--- src/verilog/sensor_link_pkg.sv ---
// Shared constants, types and helpers of the pulse-coded sensor link.
// Assumes a single 40 MHz system clock and a plain register port.
package sensor_link_pkg;

  // Clock and unit-time figures
  localparam int CLK_FREQ_MHZ = 40;
  localparam int UT_NS_0P50 = 500;
  localparam int UT_NS_0P75 = 750;
  localparam int UT_NS_1P00 = 1000;
  localparam int UT_NS_1P25 = 1250;
  localparam int UT_NS_1P50 = 1500;
  localparam int UT_NS_2P00 = 2000;
  localparam int UT_NS_2P50 = 2500;
  localparam int UT_NS_3P00 = 3000;
  localparam int UT_CYC_0P50 = UT_NS_0P50 * CLK_FREQ_MHZ / 1000;
  localparam int UT_CYC_0P75 = UT_NS_0P75 * CLK_FREQ_MHZ / 1000;
  localparam int UT_CYC_1P00 = UT_NS_1P00 * CLK_FREQ_MHZ / 1000;
  localparam int UT_CYC_1P25 = UT_NS_1P25 * CLK_FREQ_MHZ / 1000;
  localparam int UT_CYC_1P50 = UT_NS_1P50 * CLK_FREQ_MHZ / 1000;
  localparam int UT_CYC_2P00 = UT_NS_2P00 * CLK_FREQ_MHZ / 1000;
  localparam int UT_CYC_2P50 = UT_NS_2P50 * CLK_FREQ_MHZ / 1000;
  localparam int UT_CYC_3P00 = UT_NS_3P00 * CLK_FREQ_MHZ / 1000;

  // Unit-time codes
  localparam logic [3:0] UT_CODE_0P50 = 4'h1;
  localparam logic [3:0] UT_CODE_0P75 = 4'h2;
  localparam logic [3:0] UT_CODE_1P00 = 4'h3;
  localparam logic [3:0] UT_CODE_1P25 = 4'h4;
  localparam logic [3:0] UT_CODE_1P50 = 4'h5;
  localparam logic [3:0] UT_CODE_2P00 = 4'h6;
  localparam logic [3:0] UT_CODE_2P50 = 4'h7;
  localparam logic [3:0] UT_CODE_3P00 = 4'h8;

  // Frame timing in unit times, and nibble slot indices
  localparam logic [7:0] TRIG_CONST_UT = 8'h5A;
  localparam logic [7:0] TRIG_VAR_EXTRA_UT = 8'h0C;
  localparam logic [7:0] SYNC_UT = 8'h38;
  localparam logic [7:0] NIB_BASE_UT = 8'h0C;
  localparam logic [7:0] LOW_UT = 8'h04;
  localparam logic [7:0] ADDR_LOW_BASE_UT = 8'h08;
  localparam logic [7:0] ADDR_LOW_STEP_UT = 8'h0E;
  localparam logic [2:0] NIB_SYNC = 3'h0;
  localparam logic [2:0] NIB_CRC = 3'h5;
  localparam logic [2:0] NIB_END = 3'h6;

  // Side-channel message
  localparam logic [3:0] SSM_LAST_FRAME = 4'hF;
  localparam logic [2:0] SSM_LAST_MSG = 3'h4;
  localparam int SSM_MSG_COUNT = 5;
  localparam logic [3:0] CRC_SEED = 4'h5;
  localparam logic [3:0] CRC_POLY = 4'hD;

  // Register indices
  localparam logic [3:0] REG_CONFIG = 4'h0;
  localparam logic [3:0] REG_USER_TAGS = 4'h1;
  localparam logic [3:0] REG_SSM_FIRST = 4'h2;
  localparam logic [3:0] REG_SSM_LAST = 4'h6;
  localparam logic [3:0] REG_STATUS = 4'h7;

  // Configuration word, first field at bit 20, packed downward to bit 0
  typedef struct packed {
    logic [3:0] unit_time_code;
    logic addressed_bus_select;
    logic variable_trigger_length;
    logic [1:0] sync_hold_address;
    logic [2:0] sub_protocol_select;
    logic [2:0] main_protocol_select;
    logic low_voltage_bus_enable;
    logic side_channel_message_enable;
    logic crc_covers_status;
    logic [1:0] sub_bus_address;
    logic [1:0] main_bus_address;
  } cfg_t;

  localparam int CFG_W = 21;
  localparam cfg_t CFG_RESET = '{unit_time_code: UT_CODE_3P00, crc_covers_status: 1'b1,
                                 default: '0};

  typedef struct packed {
    logic [3:0] addr;
    logic [31:0] wdata;
    logic wr_stb;
    logic rd_stb;
  } bus_req_t;

  // One CRC step over a nibble, msb first
  function automatic logic [3:0] crc4_step(input logic [3:0] crc, input logic [3:0] nib);
    logic [3:0] c;
    logic fb;
    c = crc;
    for (int i = 3; i >= 0; i--) begin
      fb = c[3] ^ nib[i];
      c = {c[2:0], 1'b0} ^ (fb ? CRC_POLY : 4'h0);
    end
    return c;
  endfunction

  // Cycles per unit time; undefined codes fall back to the default rate
  function automatic logic [7:0] ut_cycles(input logic [3:0] code);
    case (code)
      UT_CODE_0P50: return 8'(UT_CYC_0P50);
      UT_CODE_0P75: return 8'(UT_CYC_0P75);
      UT_CODE_1P00: return 8'(UT_CYC_1P00);
      UT_CODE_1P25: return 8'(UT_CYC_1P25);
      UT_CODE_1P50: return 8'(UT_CYC_1P50);
      UT_CODE_2P00: return 8'(UT_CYC_2P00);
      UT_CODE_2P50: return 8'(UT_CYC_2P50);
      default: return 8'(UT_CYC_3P00);
    endcase
  endfunction

endpackage

--- src/verilog/sensor_link_top.sv ---
// Triggered single-wire pulse-coded output link of a field sensor.
// Assumes an open-drain line pulled high outside, and a conversion
// result on i_sample from logic on the same clock.
//
// Implementation choices: the address-and-strobe port and the address map.
`timescale 1ns/10ps

// Functional notes
// - Frames carry the 2-bit bus address from configuration, default 00.
// - User tags are stored and read back only, never used.
// - CRC covers status nibble when coverage bit is 1, else it is skipped.
// - Side-channel enable sends 16-bit sequence, one bit per frame.
// - Status bit 1 is 1 on a sequence's first frame, 0 for 15 more.
// - Sequence is 4-bit id, data byte, 4-bit CRC of the same algorithm.
// - Payload rides status bit 0, bit 15 first down to bit 0.
// - Message ids run 0 to 4 and then wrap to 0.
// - Low-voltage bus bit, default 0, meant only for unit time >= 1 us.
// - Protocol select is a 3-bit code 000 to 100, main equals sub.
// - Trigger to sync-hold address converts; if equal to bus address, answer.
// - Otherwise hold the sample and answer it when polled by bus address.
// - Sync-hold address is 2 bits; equal to bus address disables holding.
// - Trigger length is 90 UT, or low time plus 12 UT when variable.
// - Address comes only from the trigger's low duration.
// - Bus mode bit 0 is synchronous mode, 1 is addressed bus mode.
// - Unit-time code 0001..1000 selects 0.5 to 3.0 us, default 1000.
module sensor_link_top
  import sensor_link_pkg::*;
(
  // Clock and reset
  input wire logic i_clk_sys,
  input wire logic i_reset,
  // Register port
  input wire bus_req_t i_bus,
  output logic [31:0] o_rd_data,
  // Open-drain link line
  input wire logic i_line,
  output logic o_line_out,
  output logic o_line_oe,
  // Signal path
  input wire logic [11:0] i_sample,
  output logic o_convert_start,
  output logic o_low_voltage_bus,
  output logic [2:0] o_protocol_select
);
  typedef enum logic [1:0] {IDLE, TRIG_LOW, TRIG_WAIT, TX} fsm_t;

  typedef struct packed {
    fsm_t fsm;
    cfg_t cfg;
    logic [15:0] user_tags;
    logic line_meta;
    logic line_sync;
    logic line_prev;
    logic [7:0] ut_cnt;
    logic [7:0] low_len;
    logic [2:0] nib_idx;
    logic oe;
    logic reply;
    logic [11:0] held;
    logic held_valid;
    logic [11:0] data;
    logic [3:0] status;
    logic [3:0] crc;
    logic [3:0] ssm_frame;
    logic [2:0] msg_id;
    logic [1:0] last_addr;
    logic convert;
    logic [31:0] rd_data;
  } state_t;

  state_t st;
  state_t next_st;
  logic tick;
  logic restart;
  logic [7:0] ssm_byte;
  logic ssm_wr;
  logic [3:0] ssm_wr_idx;

  assign ssm_wr = i_bus.wr_stb && (i_bus.addr >= REG_SSM_FIRST) && (i_bus.addr <= REG_SSM_LAST);
  assign ssm_wr_idx = i_bus.addr - REG_SSM_FIRST;
  assign restart = (st.fsm == IDLE) && st.line_prev && !st.line_sync;

  ut_tick_gen u_ut (
    .i_clk_sys(i_clk_sys),
    .i_reset(i_reset),
    .i_restart(restart),
    .i_period(ut_cycles(st.cfg.unit_time_code)),
    .o_tick(tick)
  );

  ssm_store #(.DEPTH(SSM_MSG_COUNT), .WIDTH(8)) u_ssm (
    .i_clk_sys(i_clk_sys),
    .i_wr_en(ssm_wr),
    .i_wr_addr(ssm_wr_idx[2:0]),
    .i_wr_data(i_bus.wdata[7:0]),
    .i_rd_addr(st.msg_id),
    .o_rd_data(ssm_byte)
  );

  // Address from trigger low length; 3'h4 means no valid address
  function automatic logic [2:0] decode_addr(input logic [7:0] len);
    logic [2:0] a;
    a = 3'h4;
    for (int n = 3; n >= 0; n--) begin
      if (len >= ADDR_LOW_BASE_UT + 8'(n) * ADDR_LOW_STEP_UT &&
          len < ADDR_LOW_BASE_UT + 8'(n + 1) * ADDR_LOW_STEP_UT && a == 3'h4) begin
        a = 3'(n);
      end
    end
    return a;
  endfunction

  // Nibble period in unit times for the current slot
  function automatic logic [7:0] nib_period(input logic [2:0] idx, input state_t s);
    case (idx)
      NIB_SYNC: return SYNC_UT;
      3'h1: return NIB_BASE_UT + {4'h0, s.status};
      3'h2: return NIB_BASE_UT + {4'h0, s.data[11:8]};
      3'h3: return NIB_BASE_UT + {4'h0, s.data[7:4]};
      3'h4: return NIB_BASE_UT + {4'h0, s.data[3:0]};
      NIB_CRC: return NIB_BASE_UT + {4'h0, s.crc};
      default: return LOW_UT;
    endcase
  endfunction

  always_comb begin
    logic [2:0] addr;
    logic fh_enabled;
    logic [7:0] trig_len;
    logic [15:0] seq;
    logic [3:0] stat;
    logic [3:0] c;
    logic [11:0] d;
    addr = decode_addr(st.low_len);
    // holding only when the addresses differ
    fh_enabled = st.cfg.sync_hold_address != st.cfg.main_bus_address;
    trig_len = st.cfg.variable_trigger_length ? st.low_len + TRIG_VAR_EXTRA_UT : TRIG_CONST_UT;
    // message id, data byte, CRC nibble
    c = crc4_step(crc4_step(crc4_step(CRC_SEED, {1'b0, st.msg_id}), ssm_byte[7:4]),
                  ssm_byte[3:0]);
    seq = {1'b0, st.msg_id, ssm_byte, crc4_step(c, 4'h0)};
    // bus address in the status nibble
    stat = {st.cfg.main_bus_address, 2'b00};
    if (st.cfg.side_channel_message_enable) begin
      stat[1] = st.ssm_frame == 4'h0;
      // payload in bit 0, msb first
      stat[0] = seq[4'hF - st.ssm_frame];
    end
    d = st.reply && st.held_valid ? st.held : i_sample;

    next_st = st;
    next_st.line_meta = i_line;
    next_st.line_sync = st.line_meta;
    next_st.line_prev = st.line_sync;
    next_st.convert = 1'b0;
    next_st.rd_data = 32'h0000_0000;

    case (st.fsm)
      IDLE: begin
        next_st.oe = 1'b0;
        if (restart) begin
          next_st.fsm = TRIG_LOW;
          next_st.ut_cnt = 8'h00;
        end
      end
      TRIG_LOW: begin
        if (tick && st.ut_cnt != 8'hFF) begin
          next_st.ut_cnt = st.ut_cnt + 8'h01;
        end
        // address taken from the low phase alone
        // Round up: the tick phase trails the synchronised falling edge
        if (st.line_sync) begin
          next_st.low_len = (st.ut_cnt == 8'hFF) ? 8'hFF : st.ut_cnt + 8'h01;
          next_st.fsm = TRIG_WAIT;
          next_st.nib_idx = NIB_SYNC;
        end
      end
      TRIG_WAIT: begin
        if (tick) begin
          next_st.ut_cnt = st.ut_cnt + 8'h01;
        end
        if (st.nib_idx != NIB_END) begin
          // First cycle after the rise: decide what this trigger means
          next_st.nib_idx = NIB_END;
          if (!st.cfg.addressed_bus_select) begin
            next_st.convert = 1'b1;
            next_st.reply = 1'b1;
            next_st.held_valid = 1'b0;
          end else if (addr != 3'h4) begin
            next_st.last_addr = addr[1:0];
            if (fh_enabled && addr[1:0] == st.cfg.sync_hold_address) begin
              // capture and keep for a later poll
              next_st.convert = 1'b1;
              next_st.held = i_sample;
              next_st.held_valid = 1'b1;
              next_st.reply = 1'b0;
            end else if (addr[1:0] == st.cfg.main_bus_address) begin
              // answer at once, or answer the held sample
              next_st.convert = !st.held_valid;
              next_st.reply = 1'b1;
            end else begin
              next_st.reply = 1'b0;
            end
          end else begin
            next_st.reply = 1'b0;
          end
        end
        // Leave on the tick itself so the first pulse keeps tick alignment
        if (st.nib_idx == NIB_END && tick && st.ut_cnt + 8'h01 >= trig_len) begin
          if (st.reply) begin
            // optional status coverage in the frame CRC
            c = st.cfg.crc_covers_status ? crc4_step(CRC_SEED, stat) : CRC_SEED;
            c = crc4_step(crc4_step(crc4_step(c, d[11:8]), d[7:4]), d[3:0]);
            next_st.crc = crc4_step(c, 4'h0);
            next_st.status = stat;
            next_st.data = d;
            next_st.held_valid = 1'b0;
            next_st.fsm = TX;
            next_st.ut_cnt = 8'h00;
            next_st.nib_idx = NIB_SYNC;
            next_st.oe = 1'b1;
            if (st.cfg.side_channel_message_enable) begin
              next_st.ssm_frame = st.ssm_frame + 4'h1;
              // wrap after the last message id
              if (st.ssm_frame == SSM_LAST_FRAME) begin
                next_st.msg_id = st.msg_id == SSM_LAST_MSG ? 3'h0 : st.msg_id + 3'h1;
              end
            end else begin
              next_st.ssm_frame = 4'h0;
              next_st.msg_id = 3'h0;
            end
          end else begin
            next_st.fsm = IDLE;
            next_st.nib_idx = NIB_SYNC;
          end
        end
      end
      TX: begin
        if (tick) begin
          next_st.ut_cnt = st.ut_cnt + 8'h01;
          next_st.oe = st.ut_cnt + 8'h01 < LOW_UT;
          if (st.ut_cnt + 8'h01 >= nib_period(st.nib_idx, st)) begin
            next_st.ut_cnt = 8'h00;
            if (st.nib_idx == NIB_END) begin
              next_st.fsm = IDLE;
              next_st.oe = 1'b0;
              next_st.nib_idx = NIB_SYNC;
            end else begin
              next_st.nib_idx = st.nib_idx + 3'h1;
              next_st.oe = 1'b1;
            end
          end
        end
      end
      default: begin
        next_st.fsm = IDLE;
      end
    endcase

    if (i_bus.wr_stb) begin
      case (i_bus.addr)
        REG_CONFIG: next_st.cfg = cfg_t'(i_bus.wdata[CFG_W-1:0]);
        REG_USER_TAGS: next_st.user_tags = i_bus.wdata[15:0];
        default: begin
        end
      endcase
    end
    if (i_bus.rd_stb) begin
      case (i_bus.addr)
        REG_CONFIG: next_st.rd_data = {11'h000, st.cfg};
        REG_USER_TAGS: next_st.rd_data = {16'h0000, st.user_tags};
        REG_STATUS: next_st.rd_data = {16'h0000, st.ssm_frame, 1'b0, st.msg_id,
                                       st.last_addr, st.held_valid, st.reply,
                                       2'b00, st.fsm};
        default: next_st.rd_data = 32'h0000_0000;
      endcase
    end
  end

  always_ff @(posedge i_clk_sys) begin
    if (i_reset) begin
      st <= '0;
      st.cfg <= CFG_RESET;
      st.line_meta <= 1'b1;
      st.line_sync <= 1'b1;
      st.line_prev <= 1'b1;
    end else begin
      st <= next_st;
    end
  end

  assign o_rd_data = st.rd_data;
  assign o_line_out = 1'b0;
  assign o_line_oe = st.oe;
  assign o_convert_start = st.convert;
  // level handed to the output driver
  assign o_low_voltage_bus = st.cfg.low_voltage_bus_enable;
  // protocol code handed to the frame formatter
  assign o_protocol_select = st.cfg.main_protocol_select;
endmodule

--- src/verilog/ssm_store.sv ---
// Small store for the data bytes of the side-channel messages.
// Read data are registered, so they follow the address by one cycle.
`timescale 1ns/10ps
module ssm_store #(
  parameter int DEPTH = 5,
  parameter int WIDTH = 8
) (
  // Clock
  input wire logic i_clk_sys,
  // Write port
  input wire logic i_wr_en,
  input wire logic [2:0] i_wr_addr,
  input wire logic [WIDTH-1:0] i_wr_data,
  // Read port
  input wire logic [2:0] i_rd_addr,
  output logic [WIDTH-1:0] o_rd_data
);
  logic [WIDTH-1:0] mem [DEPTH];

  always_ff @(posedge i_clk_sys) begin
    if (i_wr_en && (int'(i_wr_addr) < DEPTH)) begin
      mem[i_wr_addr] <= i_wr_data;
    end
    o_rd_data <= (int'(i_rd_addr) < DEPTH) ? mem[i_rd_addr] : '0;
  end
endmodule

--- src/verilog/ut_tick_gen.sv ---
// Unit-time divider: one-cycle tick every i_period system clocks.
// Assumes i_period is at least 2 and restarts align ticks to a line edge.
`timescale 1ns/10ps
module ut_tick_gen (
  // Clock and reset
  input wire logic i_clk_sys,
  input wire logic i_reset,
  // Control
  input wire logic i_restart,
  input wire logic [7:0] i_period,
  // Tick
  output logic o_tick
);
  typedef struct packed {
    logic [7:0] cnt;
    logic tick;
  } div_t;

  div_t st;
  div_t next_st;

  always_comb begin
    next_st = st;
    next_st.tick = 1'b0;
    if (i_restart) begin
      next_st.cnt = 8'h00;
    end else if (st.cnt >= i_period - 8'h01) begin
      next_st.cnt = 8'h00;
      next_st.tick = 1'b1;
    end else begin
      next_st.cnt = st.cnt + 8'h01;
    end
  end

  always_ff @(posedge i_clk_sys) begin
    if (i_reset) begin
      st <= '0;
    end else begin
      st <= next_st;
    end
  end

  assign o_tick = st.tick;
endmodule
--- config.mk ---
export PLATFORM = sky130hd
export DESIGN_NAME = sensor_link_top
export DESIGN_NICKNAME = d
export VERILOG_FILES = /design/src/verilog/sensor_link_pkg.sv /design/src/verilog/sensor_link_top.sv /design/src/verilog/ssm_store.sv /design/src/verilog/ut_tick_gen.sv
export SDC_FILE = /design/constraint.sdc
export NUM_CORES = 1
export LEC_CHECK = 0
export ABC_CLOCK_PERIOD_IN_PS = 9400
export CAP_MARGIN = 20
export CORE_ASPECT_RATIO = 0.8
export CORE_MARGIN = 2
export CORE_UTILIZATION = 59
export CTS_BUF_LIST = sky130_fd_sc_hd__clkbuf_8 sky130_fd_sc_hd__clkbuf_16
export DETAILED_ROUTE_END_ITERATION = 8
export DONT_BUFFER_PORTS = 1
export HOLD_SLACK_MARGIN = 0.05
export MAX_ROUTING_LAYER = met4
export PLACE_DENSITY = 0.73
export SLEW_MARGIN = 20
export SYNTH_ARGS = -nofsm -noshare
export SYNTH_HDL_FRONTEND = slang
export SYNTH_HIERARCHICAL = 1
export SYNTH_SLANG_ARGS = --single-unit
--- constraint.sdc ---
create_clock -name i_clk_sys -period 9.4 [get_ports i_clk_sys]
set_input_delay 1.88 -clock i_clk_sys [delete_from_list [all_inputs] [get_ports i_clk_sys]]
set_output_delay 1.88 -clock i_clk_sys [all_outputs]
set_load 0.02 [all_outputs]
Yosys cells after proc, flatten, opt, wreduce, memory -nomap -nowiden
Memories as Yosys holds them, arrays and structs flattened. A register that Yosys moved wholly into a read port is not among the register bits.
Cells that the tools add are included.
{ "op_classes": {"add_sub_neg": 14, "n_bitwise": 63, "mux": 96, "magnitude_cmp": 17, "eq_ne": 40, "n_reduce_logical": 42} }
{ "ops": {"columns": ["cell", "n"], "rows": [
  ["4-bit two-way mux", 40],
  ["4-bit bitwise XOR", 33],
  ["8-bit two-way mux", 11],
  ["21-bit one-hot mux with 3 select lines", 1],
  ["28-bit two-way mux", 2],
  ["7-bit one-hot mux with 7 select lines", 1],
  ["6-bit one-hot mux with 6 select lines", 1],
  ["8-bit one-hot mux with 4 select lines", 1],
  ["13-bit two-way mux", 2],
  ["4-bit by 4-bit adder with 5-bit output (first input constant)", 5],
  ["1-bit bitwise XOR", 25],
  ["8-bit >= comparator", 3],
  ["3-bit two-way mux", 8],
  ["3-bit == test (second input constant)", 7],
  ["4-bit by 3-bit == test with 1-bit output (second input constant)", 5],
  ["1-bit logical AND", 17],
  ["8-bit by 1-bit adder with 8-bit output (second input constant)", 2],
  ["8-bit by 6-bit >= comparator with 1-bit output (second input constant)", 2],
  ["8-bit by 6-bit less-than comparator with 1-bit output (second input constant)", 2],
  ["2-bit two-way mux", 8],
  ["1-bit two-way mux", 15],
  ["2-bit != test (second input constant)", 7],
  ["12-bit two-way mux", 1],
  ["4-bit AND reduction", 3],
  ["other kinds (46)", 70]
]} }
{ "word_totals": {"word_cells": 306, "register_bits": 147, "memories": 1, "mem_bits_rw": 40} }
{ "mem_list": {"columns": ["name", "depth", "word_bits", "rd", "rd_clocked_by_memory_dff", "wr", "line_no", "source"], "rows": [
  ["u_ssm.mem", 5, 8, 1, 1, 1, "ssm_store.sv:18", "logic [WIDTH-1:0] mem [DEPTH];"]
]} }

Longest topological paths before layout
Gate-level depths: netlist of run 1.
{ "logic_depth": {"word_depth": 95, "mapped_depth": 18, "mapped_depth_nobuf": 16} }

By module
The synthesis of run 1 kept the hierarchy.
{ "modules_own_cells": {"columns": ["mod", "cells_each", "n_inst", "area_per_inst_um2", "seq_area_each_um2"], "rows": [
  ["sensor_link_top", 909, 1, 7272.0, 2542.4],
  ["ssm_store", 96, 1, 1749.2, 1361.3],
  ["ut_tick_gen", 71, 1, 651.9, 180.2]
]} }

Least setup slack after synthesis of run 1
No wires, ideal clock.
{ "synth_timing": {"path_type": "input-to-reg", "startpoint": "input port i_bus[34] (netlist bit)", "endpoint": "memory u_ssm.mem[4][0] (enable)", "path_buffers": 1, "arrival_time_ns": 3.210, "path_stages": 5, "required_time_ns": 9.015, "slack_ns": 5.805, "path_cell_list": "clkbuf_1 > nand2b_1 > a31oi_1 > nand2b_1 > nor3b_1"} }
{ "synth_between": {"elab_chain_cells": 6, "elab_cells_between_ends": 9, "cone_classes": "add/sub: 1; order compare: 3; mux: 2; reduce/logical: 3"} }
{ "synth_rtl": {"columns": ["item", "line_no", "source"], "rows": [
  ["start: declaration", "sensor_link_top.sv:33", "input wire bus_req_t i_bus,"],
  ["4-bit by 2-bit >= comparator with 1-bit output", "sensor_link_top.sv:79", "assign ssm_wr = i_bus.wr_stb && (i_bus.addr >= REG_SSM_FIRST) && (i_bus.addr <= REG_SSM_LAST);"],
  ["1-bit logical AND", "sensor_link_top.sv:79", null],
  ["1-bit logical AND *", "sensor_link_top.sv:79", null],
  ["via ssm_wr", "sensor_link_top.sv:76", "logic ssm_wr;"],
  ["1-bit logical AND *", "ssm_store.sv:21", "if (i_wr_en && (int'(i_wr_addr) < DEPTH)) begin"],
  ["1-bit two-way mux *", "ssm_store.sv:21", null],
  ["1-bit two-way mux (implied by the code) *", "ssm_store.sv:22", "mem[i_wr_addr] <= i_wr_data;"],
  ["end: declaration", "ssm_store.sv:18", null]
]} }
Mark *: on every way through the listed nets, which the timed path passes. The rest lies on a longest branch.

Worst setup path in the final report of run 1
{ "layout_timing": {"startpoint": "register st[79] (netlist bit)", "endpoint": "register st[77] (netlist bit)"} }
{ "layout_between": {"elab_chain_cells": 7, "elab_cells_between_ends": 22, "cone_classes": "order compare: 1; eq/ne: 9; mux: 8; reduce/logical: 4"} }
{ "layout_rtl": {"columns": ["item", "line_no", "source"], "rows": [
  ["start: declaration", "sensor_link_top.sv:71", "state_t st;"],
  ["start signal: assignment", "sensor_link_top.sv:288", "st <= next_st;"],
  ["3-bit == test, or another cell as far along", "sensor_link_top.sv:115", "case (idx)"],
  ["6-bit one-hot mux with 6 select lines", "sensor_link_top.sv:115", null],
  ["8-bit two-way mux", "sensor_link_top.sv:239", "if (tick) begin"],
  ["8-bit two-way mux", "sensor_link_top.sv:158", "case (st.fsm)"],
  ["8-bit >= comparator", "sensor_link_top.sv:242", "if (st.ut_cnt + 8'h01 >= nib_period(st.nib_idx, st)) begin"],
  ["2-bit != test (no line)", null, null],
  ["5-bit AND reduction (no line)", null, null]
]} }
Several ways; a longest one is shown, not always the timed one. The select of a mux whose other input is x is not followed.
A chain may end at the register's enable or synchronous reset.

==> results of run 1 <==
synthesized netlist by cell type (7+ instances only):
| master | count | share of area |
|---|---|---|
| a22oi_1 | 17 | 0.013 |
| a311oi_1 | 15 | 0.014 |
| inv_1 | 31 | 0.012 |
| edfxtp_1 | 40 | 0.12 |
| clkbuf_1 | 47 | 0.018 |
| or2_2 | 7 | 0.0045 |
| o21ai_0 | 20 | 0.010 |
| mux2i_1 | 40 | 0.041 |
| nor2b_1 | 9 | 0.0058 |
| nor2_1 | 84 | 0.033 |
| xnor2_1 | 44 | 0.040 |
| buf_4 | 38 | 0.029 |
| nor3_1 | 13 | 0.0067 |
| nand3b_1 | 10 | 0.0078 |
| dfxtp_1 | 144 | 0.30 |
| o22ai_1 | 11 | 0.0071 |
| ha_1 | 39 | 0.050 |
| nand3_1 | 32 | 0.017 |
| a211oi_1 | 15 | 0.012 |
| a21o_1 | 10 | 0.0078 |
| xor2_1 | 19 | 0.017 |
| and2_1 | 13 | 0.0084 |
| nand2_1 | 159 | 0.062 |
| and3_1 | 8 | 0.0052 |
| buf_2 | 7 | 0.0036 |
| a21oi_1 | 87 | 0.045 |
| nand2b_1 | 10 | 0.0065 |
sequential cells by signal (all words and copies together) (netlist names):
name and cells:
st 98, o_convert_start 1, u_ut/o_tick 1, u_ssm/o_rd_data 8
o_low_voltage_bus 1, u_ut/st 8, o_line_oe 1, o_protocol_select 3
next_st 2, u_ssm/mem 40, o_rd_data 21
layout make-up:
cell class	instances	area, sq um
flip-flops and latches	184	4080
fillers	1361	5820
inverters	31	116
clock buffers	17	425
clock inverters	15	173
well taps	215	269
multi-input cells	778	4970
repair buffers	6	45.0
report_power, final:
part / internal, mW / switching, mW
combinational: 0.128 / 0.191
clock: 0.381 / 0.341
sequential: 0.837 / 0.0537
total: 1.35 / 0.586
per-layer routing:
| layer | vias to the layer above | GRT usage | routed length (um) |
|---|---|---|---|
| met5 | - | - | 0 |
| met4 | 0 | 0.0703 | 231 |
| met2 | 166 | 0.358 | 9300 |
| met3 | 19 | 0.0486 | 1160 |
| li1 | 3609 | - | - |
| met1 | 3496 | 0.359 | 10200 |
worst reg2reg max path, cell delays in order, from the launching register on:
cell,delay [ns]
dfxtp_1,0.57
nor2b_1,0.20
nor2b_1,0.20
a22o_1,0.25
a21oi_1,0.17
inv_1,0.08
a31oi_1,0.16
ha_1,0.26
o22ai_1,0.13
nand2_1,0.08
ha_1,0.27
nand2_1,0.05
o21a_1,0.19
o21ai_0,0.39
nand2_1,0.16
or4b_1,0.52
a21oi_1,0.13
placed cells by master, fill, tap and decap left out, drive strengths merged, types with 4 or more instances in the layout:
| master | Yosys | final |
|---|---|---|
| and3 | 8 | 8 |
| clkbuf | 48 | 17 |
| nor3 | 13 | 13 |
| o31ai | 4 | 4 |
| a211o | 6 | 6 |
| nand2b | 11 | 11 |
| a21o | 10 | 10 |
| nand3 | 32 | 32 |
| or2 | 8 | 8 |
| a21boi | 4 | 4 |
| ha | 39 | 39 |
| a31oi | 4 | 4 |
| mux2i | 40 | 40 |
| xor2 | 19 | 19 |
| nor3b | 7 | 7 |
| nand3b | 10 | 10 |
| o211ai | 6 | 6 |
| a21oi | 88 | 88 |
| and2 | 15 | 15 |
| a22oi | 17 | 17 |
| o21ai | 25 | 25 |
| inv | 31 | 40 |
| a311oi | 15 | 15 |
| buf | 51 | 6 |
| nor2b | 9 | 9 |
| mux2 | 4 | 4 |
| dfxtp | 144 | 144 |
| conb | 1 | 17 |
| nor2 | 84 | 84 |
| nand2 | 159 | 159 |
| or3 | 6 | 6 |
| edfxtp | 40 | 40 |
| a211oi | 15 | 15 |
| xnor2 | 44 | 44 |
| o22ai | 11 | 11 |
| o21a | 4 | 4 |
| a32oi | 4 | 4 |
per-stage QoR:
step	util	area (sq um)	power, mW	hold WS, ns	instances
4_1_cts	0.634	10100	1.94	0.417	1246
5_1_grt	0.634	10100	2.02	0.429	1246
3_3_place_gp	0.597	9490	1.21	0.398	1214
2_1_floorplan	-	9730	1.17	0.389	1092
3_5_place_dp	0.597	9490	1.22	0.395	1214
6_report	0.634	10100	1.93	0.419	1246
worst max path at each step:
stage and endpoint:
6_report st[77], 3_5_place_dp st[112], 2_1_floorplan u_ssm/mem[4][0], 5_1_grt st[77], 4_1_cts st[77], 3_3_place_gp st[106]
cell families (layout without fill, tap and decap cells):
group           after synthesis  count (layout)  synth area share
fa+ha+maj                    39              39            0.0504
buf+inv                     130              69            0.0723
flops                       184             184             0.422
simple gates                377             377             0.182
mux                          46              46            0.0507
other cells                   1              17          0.000388
compound gates              236             236             0.165
xor+xnor                     63              63            0.0570
==> impl_metrics.tcl, run 1 <==
set metrics [dict create \
    design.die.area_sq_um 17400 \
    r2r_cells 16 \
    die_x_um 147 \
    avgSynthCellArea_sq_um 8.99 \
    whs_path_depth 1 \
    r2r-start "st[79]" \
    finalSetupViolations 0 \
    wl_mm 20.9 \
    fin_tns_setup_ns 0 \
    peakVddDrop_uv 127 \
    fp.dieH_um 119 \
    cp.depth 16 \
    r2r_end "st[77]" \
    slowest_delay_ns 0.57 \
    ys_seq_area_frac 0.422 \
    clk_pin_slew_ns 0.07 \
    avgRoutedWirePerCell_um 16.8 \
    synth-edff-count 40 \
    grt_pass1_wl_mm 34.0 \
    hpwl_mm 14.5 \
    async_reset_ff_frac 0 \
    yosys_warnings 6 \
    worst_slack_ns 5.52 \
    crit_chain "nor2b_1 > nor2b_1 > a22o_1 > a21oi_1 > inv_1 > a31oi_1 > ha_1 > o22ai_1 > nand2_1 > ha_1 > nand2_1 > o21a_1 > o21ai_0 > nand2_1 > or4b_1 > a21oi_1" \
    cts_setup_buffers 0 \
    min_period_ns 3.88 \
    yosys_most_used_dff "dfxtp_1" \
    tightest_slew_ns 1.01 \
    critPathMaxFanout 12 \
    first_pass_iters 5 \
    netlist_area_sq_um 9670 \
    grt_max_degree 114 \
    ff2ff_setup_slack_ns 5.52 \
    crit_path_end_kind "flip-flop" \
    ys_ff_latch 184 \
    viasPerCell 5.85 \
    diodes 0 \
    status "finished, final reports clean" \
    maxSlewViolCount 0 \
    ant_nets 0 \
    worst_setup_path_start_kind "flip-flop" \
    synth_cells 1076 \
    cts_buffer_depth 2 \
    powerDensity_nw_per_um2 192 \
    drc 0 \
    period_share 0.412 \
    numCtsBuffers 17 \
    cp-startpoint "st[79]" \
    clock-sinks 184 \
    crit_path_top_delay_cell "dfxtp_1" \
    worstSetupPathType "reg -> reg" \
    slew_headroom 0.322 \
    postCtsResizedCells 0 \
    portBuffers 0 \
    hold_path.class "reg -> reg" \
    overflow 0 \
    crit_path_frequent_cell "nand2_1" \
    critPathRequiredTime_ns 9.76 \
    gp_congestion 0.827 \
    worstHoldStart "next_st[97]" \
    drive_gt1_frac 0.0630 \
    area_growth_pct 4.26 \
    grt.total_usage 0.249 \
    dp_slack_ns 5.13 \
    grt_setup_unrepaired "false" \
    via_count 7290 \
    antenna_found_initial 0 \
    grt_pass1_vias 6580 \
    whs_endpoint "next_st[96]" \
    synth_cell_types 79 \
    crit_buf_inv 1 \
    htreeDepth 4 \
    io_pins 92 \
    cts-root-buf "clkbuf_16" \
    crit_family "compound AO/OA/AOI/OAI gates" \
    max_cap_violations 0 \
    rows 41 \
    fin_nets 1110 \
    clk_latency_ns 0.44 \
    drtIter0Drc 681 \
    cts_tree "yes" \
    initial_core_util 0.608 \
    hold_buffers 0 \
    hold_violations 0 \
    clock_skew_ns 0.0121 \
    crit_arrival_ns 4.24 \
    core_region_area_sq_um 15900 \
    max_freq_mhz 258 \
    leakage_nw 3.54 \
]
Note: power is estimated with default switching activity, not from simulation.
==> inputs of run 2 (changes only) <==
--- a/config.mk
+++ b/config.mk
@@ -5,17 +5,18 @@
 export SDC_FILE = /design/constraint.sdc
 export NUM_CORES = 1
 export LEC_CHECK = 0
-export ABC_CLOCK_PERIOD_IN_PS = 9400
+export ABC_AREA = 1
+export ABC_CLOCK_PERIOD_IN_PS = 3190
 export CAP_MARGIN = 20
 export CORE_ASPECT_RATIO = 0.8
 export CORE_MARGIN = 2
-export CORE_UTILIZATION = 59
+export CORE_UTILIZATION = 58
 export CTS_BUF_LIST = sky130_fd_sc_hd__clkbuf_8 sky130_fd_sc_hd__clkbuf_16
 export DETAILED_ROUTE_END_ITERATION = 8
 export DONT_BUFFER_PORTS = 1
 export HOLD_SLACK_MARGIN = 0.05
 export MAX_ROUTING_LAYER = met4
-export PLACE_DENSITY = 0.73
+export PLACE_DENSITY = 0.74
 export SLEW_MARGIN = 20
 export SYNTH_ARGS = -nofsm -noshare
 export SYNTH_HDL_FRONTEND = slang
==> constraint.sdc (replaced) <==
create_clock -name i_clk_sys -period 3.19 [get_ports i_clk_sys]
set_input_delay 0.638 -clock i_clk_sys [delete_from_list [all_inputs] [get_ports i_clk_sys]]
set_output_delay 0.638 -clock i_clk_sys [all_outputs]
set_load 0.02 [all_outputs]
==> run 2 against run 1 <==
Effect of this change: the flow now finishes with violations (setup timing); power rose to 3.2 times the previous value; final area up 7.2%; sequential share of layout area down 2.6 points; critical path depth up 9; sequential cell count unchanged; clock skew down 0.0020 ns; largest cell class unchanged.
==> impl_metrics.tcl, run 2 <==
set metrics [dict create \
    cts_buffer_depth 2 \
    synth-edff-count 40 \
    ys_top_cells_by_count "269 x nand2_1, 185 x inv_1, 144 x dfxtp_1, 101 x a21oi_1, 95 x o21ai_0" \
    critPathMaxFanout 4 \
    clk_pin_slew_ns 0.07 \
    multi_input_area_sq_um 4810 \
    initial_core_util 0.597 \
    crit_arrival_ns 3.63 \
    stdcell_count 1549 \
    diodes 0 \
    rows 42 \
    largest_register_ffs 98 \
    numCtsBuffers 17 \
    design.die.area_sq_um 18200 \
    portBuffers 0 \
    fp.dieH_um 121 \
    overflow 0 \
    worstSetupPathType "reg -> reg" \
    synth_largest_area_cell "dfxtp_1" \
    status "finished with violations" \
    clock-sinks 184 \
    worst_slack_ns -0.0920 \
    hpwl_mm 16.9 \
    finalSetupViolations 4 \
    postPlaceCellArea_sq_um 10100 \
    synth_cell_types 55 \
    gp_congestion 0.889 \
    period_share 1.03 \
    fillers 1456 \
    grt.total_usage 0.272 \
    core_region_area_sq_um 16700 \
    wl_mm 23.6 \
    drc 0 \
    combPwrFrac 0.260 \
    fin_nets 1408 \
    htreeDepth 4 \
    clock_skew_ns 0.0100 \
    p_seq_frac 0.419 \
    synth_cells 1320 \
    pwr-share-clk 0.321 \
    max_cap_violations 0 \
    tightest_slew_ns 0.819 \
    crit_path_top_delay_cell "dfxtp_4" \
    maxSlewViolCount 0 \
    powerDensity_nw_per_um2 579 \
    die_x_um 150 \
    final_cell_mix "268 x nand2_1, 177 x inv_1, 138 x dfxtp_1" \
    netlist_area_sq_um 9950 \
    cts-root-buf "clkbuf_16" \
    hold_path.class "in -> reg" \
    ys_seq_area_frac 0.410 \
    p_int_mw 4.18 \
    crit_path_end_kind "flip-flop" \
    drive_gt1_frac 0.129 \
    viasPerCell 5.47 \
    synthDominantCellAreaShare 0.290 \
    yosys_warnings 6 \
    slew_headroom 0.453 \
    swShare 0.332 \
    io_pins 92 \
    drtIter0Drc 627 \
    dp.cells 1511 \
    finalInstanceArea_sq_um 10800 \
    final_common_cell "nand2_1" \
    antenna_found_initial 0 \
    ys_ff_latch 184 \
    min_period_ns 3.28 \
    peakVddDrop_uv 444 \
    clk_latency_ns 0.43 \
    ant_nets 0 \
    grt_pass1_vias 7889 \
    worst_setup_path_start_kind "flip-flop" \
    critPathRequiredTime_ns 3.54 \
    async_reset_ff_frac 0 \
    regMostFlops "st" \
    seq_area_sq_um 4090 \
    hold_violations 0 \
    grt_max_degree 65 \
    p_switching_mw 2.08 \
    crit_path_frequent_cell "inv_2" \
    fin_tns_setup_ns -0.158 \
    grt_setup_unrepaired "true" \
    avgRoutedWirePerCell_um 15.2 \
    max_freq_mhz 305 \
    via_count 8477 \
    area_growth_pct 8.69 \
    slowest_delay_ns 0.36 \
    yosys_most_used_dff "dfxtp_1" \
    violations "setup timing" \
    largestRegisters "st x98, u_ssm/mem x40, o_rd_data x21" \
    avgSynthCellArea_sq_um 7.54 \
    yosys.cell_count.top_type "nand2_1" \
    leakage_nw 4.71 \
    cts_tree "yes" \
    first_pass_iters 5 \
    whs_ns 0.256 \
    grt_pass1_wl_mm 38.4 \
    synthTopCellsByArea "dfxtp_1 29%, edfxtp_1 12%, nand2_1 10%, inv_1 7.0%, a21oi_1 5.1%" \
    hold_buffers 0 \
    finalPower_mw 6.26 \
]
[run 2: changes by cell type after synthesis, moves of 13 or more]
| cell | change |
|---|---|
| and2_1 | -13 |
| inv_1 | +154 |
| xnor2_1 | -31 |
| nand3_1 | +42 |
| clkbuf_1 | -16 |
| a22oi_1 | -15 |
| o221ai_1 | +15 |
| o21ai_0 | +75 |
| a21oi_1 | +14 |
| nand2_1 | +110 |
| nand2_2 | +23 |
| a311oi_1 | -13 |
| mux2i_1 | -40 |
[run 2: per-stage QoR]
step / utilization / setup slack (ns)
final: 0.649 / -0.0920
after global routing: 0.649 / -0.303
after CTS: 0.642 / 0.00763
after detailed placement: 0.605 / -0.224
after global placement: 0.605 / -0.0558
after floorplan: - / 0.0516
[run 2: cells by family (layout without fill, tap and decap cells)]
family | after synthesis | count (layout) | share of synthesized area
AND/OR/NAND/NOR | 522 | 522 | 0.234
buffers and inverters | 274 | 269 | 0.123
AO/OA/AOI/OAI | 271 | 271 | 0.158
flip-flops | 184 | 184 | 0.410
adder cells (fa/ha/maj) | 39 | 39 | 0.0490
XOR/XNOR | 28 | 28 | 0.0246
other | 1 | 15 | 0.000377
multiplexers | 1 | 1 | 0.00113
[run 2: path summary, 6_finish.rpt]
| check | slack [ns] | depth (start not counted) | from | to |
|---|---|---|---|---|
| worst max-delay path | -0.09 | 25 | st[77] | st[137] |
| worst max register to register | -0.09 | 25 | st[77] | st[137] |
| worst min register to register | 0.41 | 1 | next_st[97] | next_st[96] |
| worst min-delay path | 0.26 | 1 | i_reset | st[88] |
[run 2: what timing repair did]
item,in CTS,in global routing
setup endpoints to repair,12,41
gates resized for setup,16,32
pin swaps,3,13
endpoints found under the hold margin,0,0
setup buffers,1,6
[run 2: critical path, delay by kind of cell, from the launching register on]
family	cells	cell delay (ns)
AOI/OAI and AO/OA	8	0.86
and+or+nand+nor	7	0.70
adders and majority gates	2	0.63
buffers and inverters	8	0.64
DFF	1	0.36
[run 2: layout make-up]
cell class	instances	share of cell area
clock inverter	13	0.00902
tap	220	0.0255
inverter	197	0.0695
multi-input combinational	876	0.445
timing repair buffer	40	0.0296
sequential	184	0.379
clock buffer	19	0.0429
[run 2: metal layers]
layer,vias up,GRT usage,share of wire
li1,4283,-,-
met1,3918,0.378,0.47
met2,254,0.408,0.45
met3,22,0.0545,0.067
met4,0,0.0708,0.012
met5,-,-,0
[run 2: power groups by stage]
| stage | combinational [mW] | sequential [mW] | clock [mW] |
|---|---|---|---|
| 3_3_place_gp | 1.35 | 2.65 | 0 |
| 2_1_floorplan | 1.05 | 2.62 | 0 |
| 3_5_place_dp | 1.39 | 2.65 | 0 |
| 4_1_cts | 1.48 | 2.60 | 2.04 |
| 5_1_grt | 1.81 | 2.63 | 2.14 |
| 6_report | 1.63 | 2.62 | 2.01 |
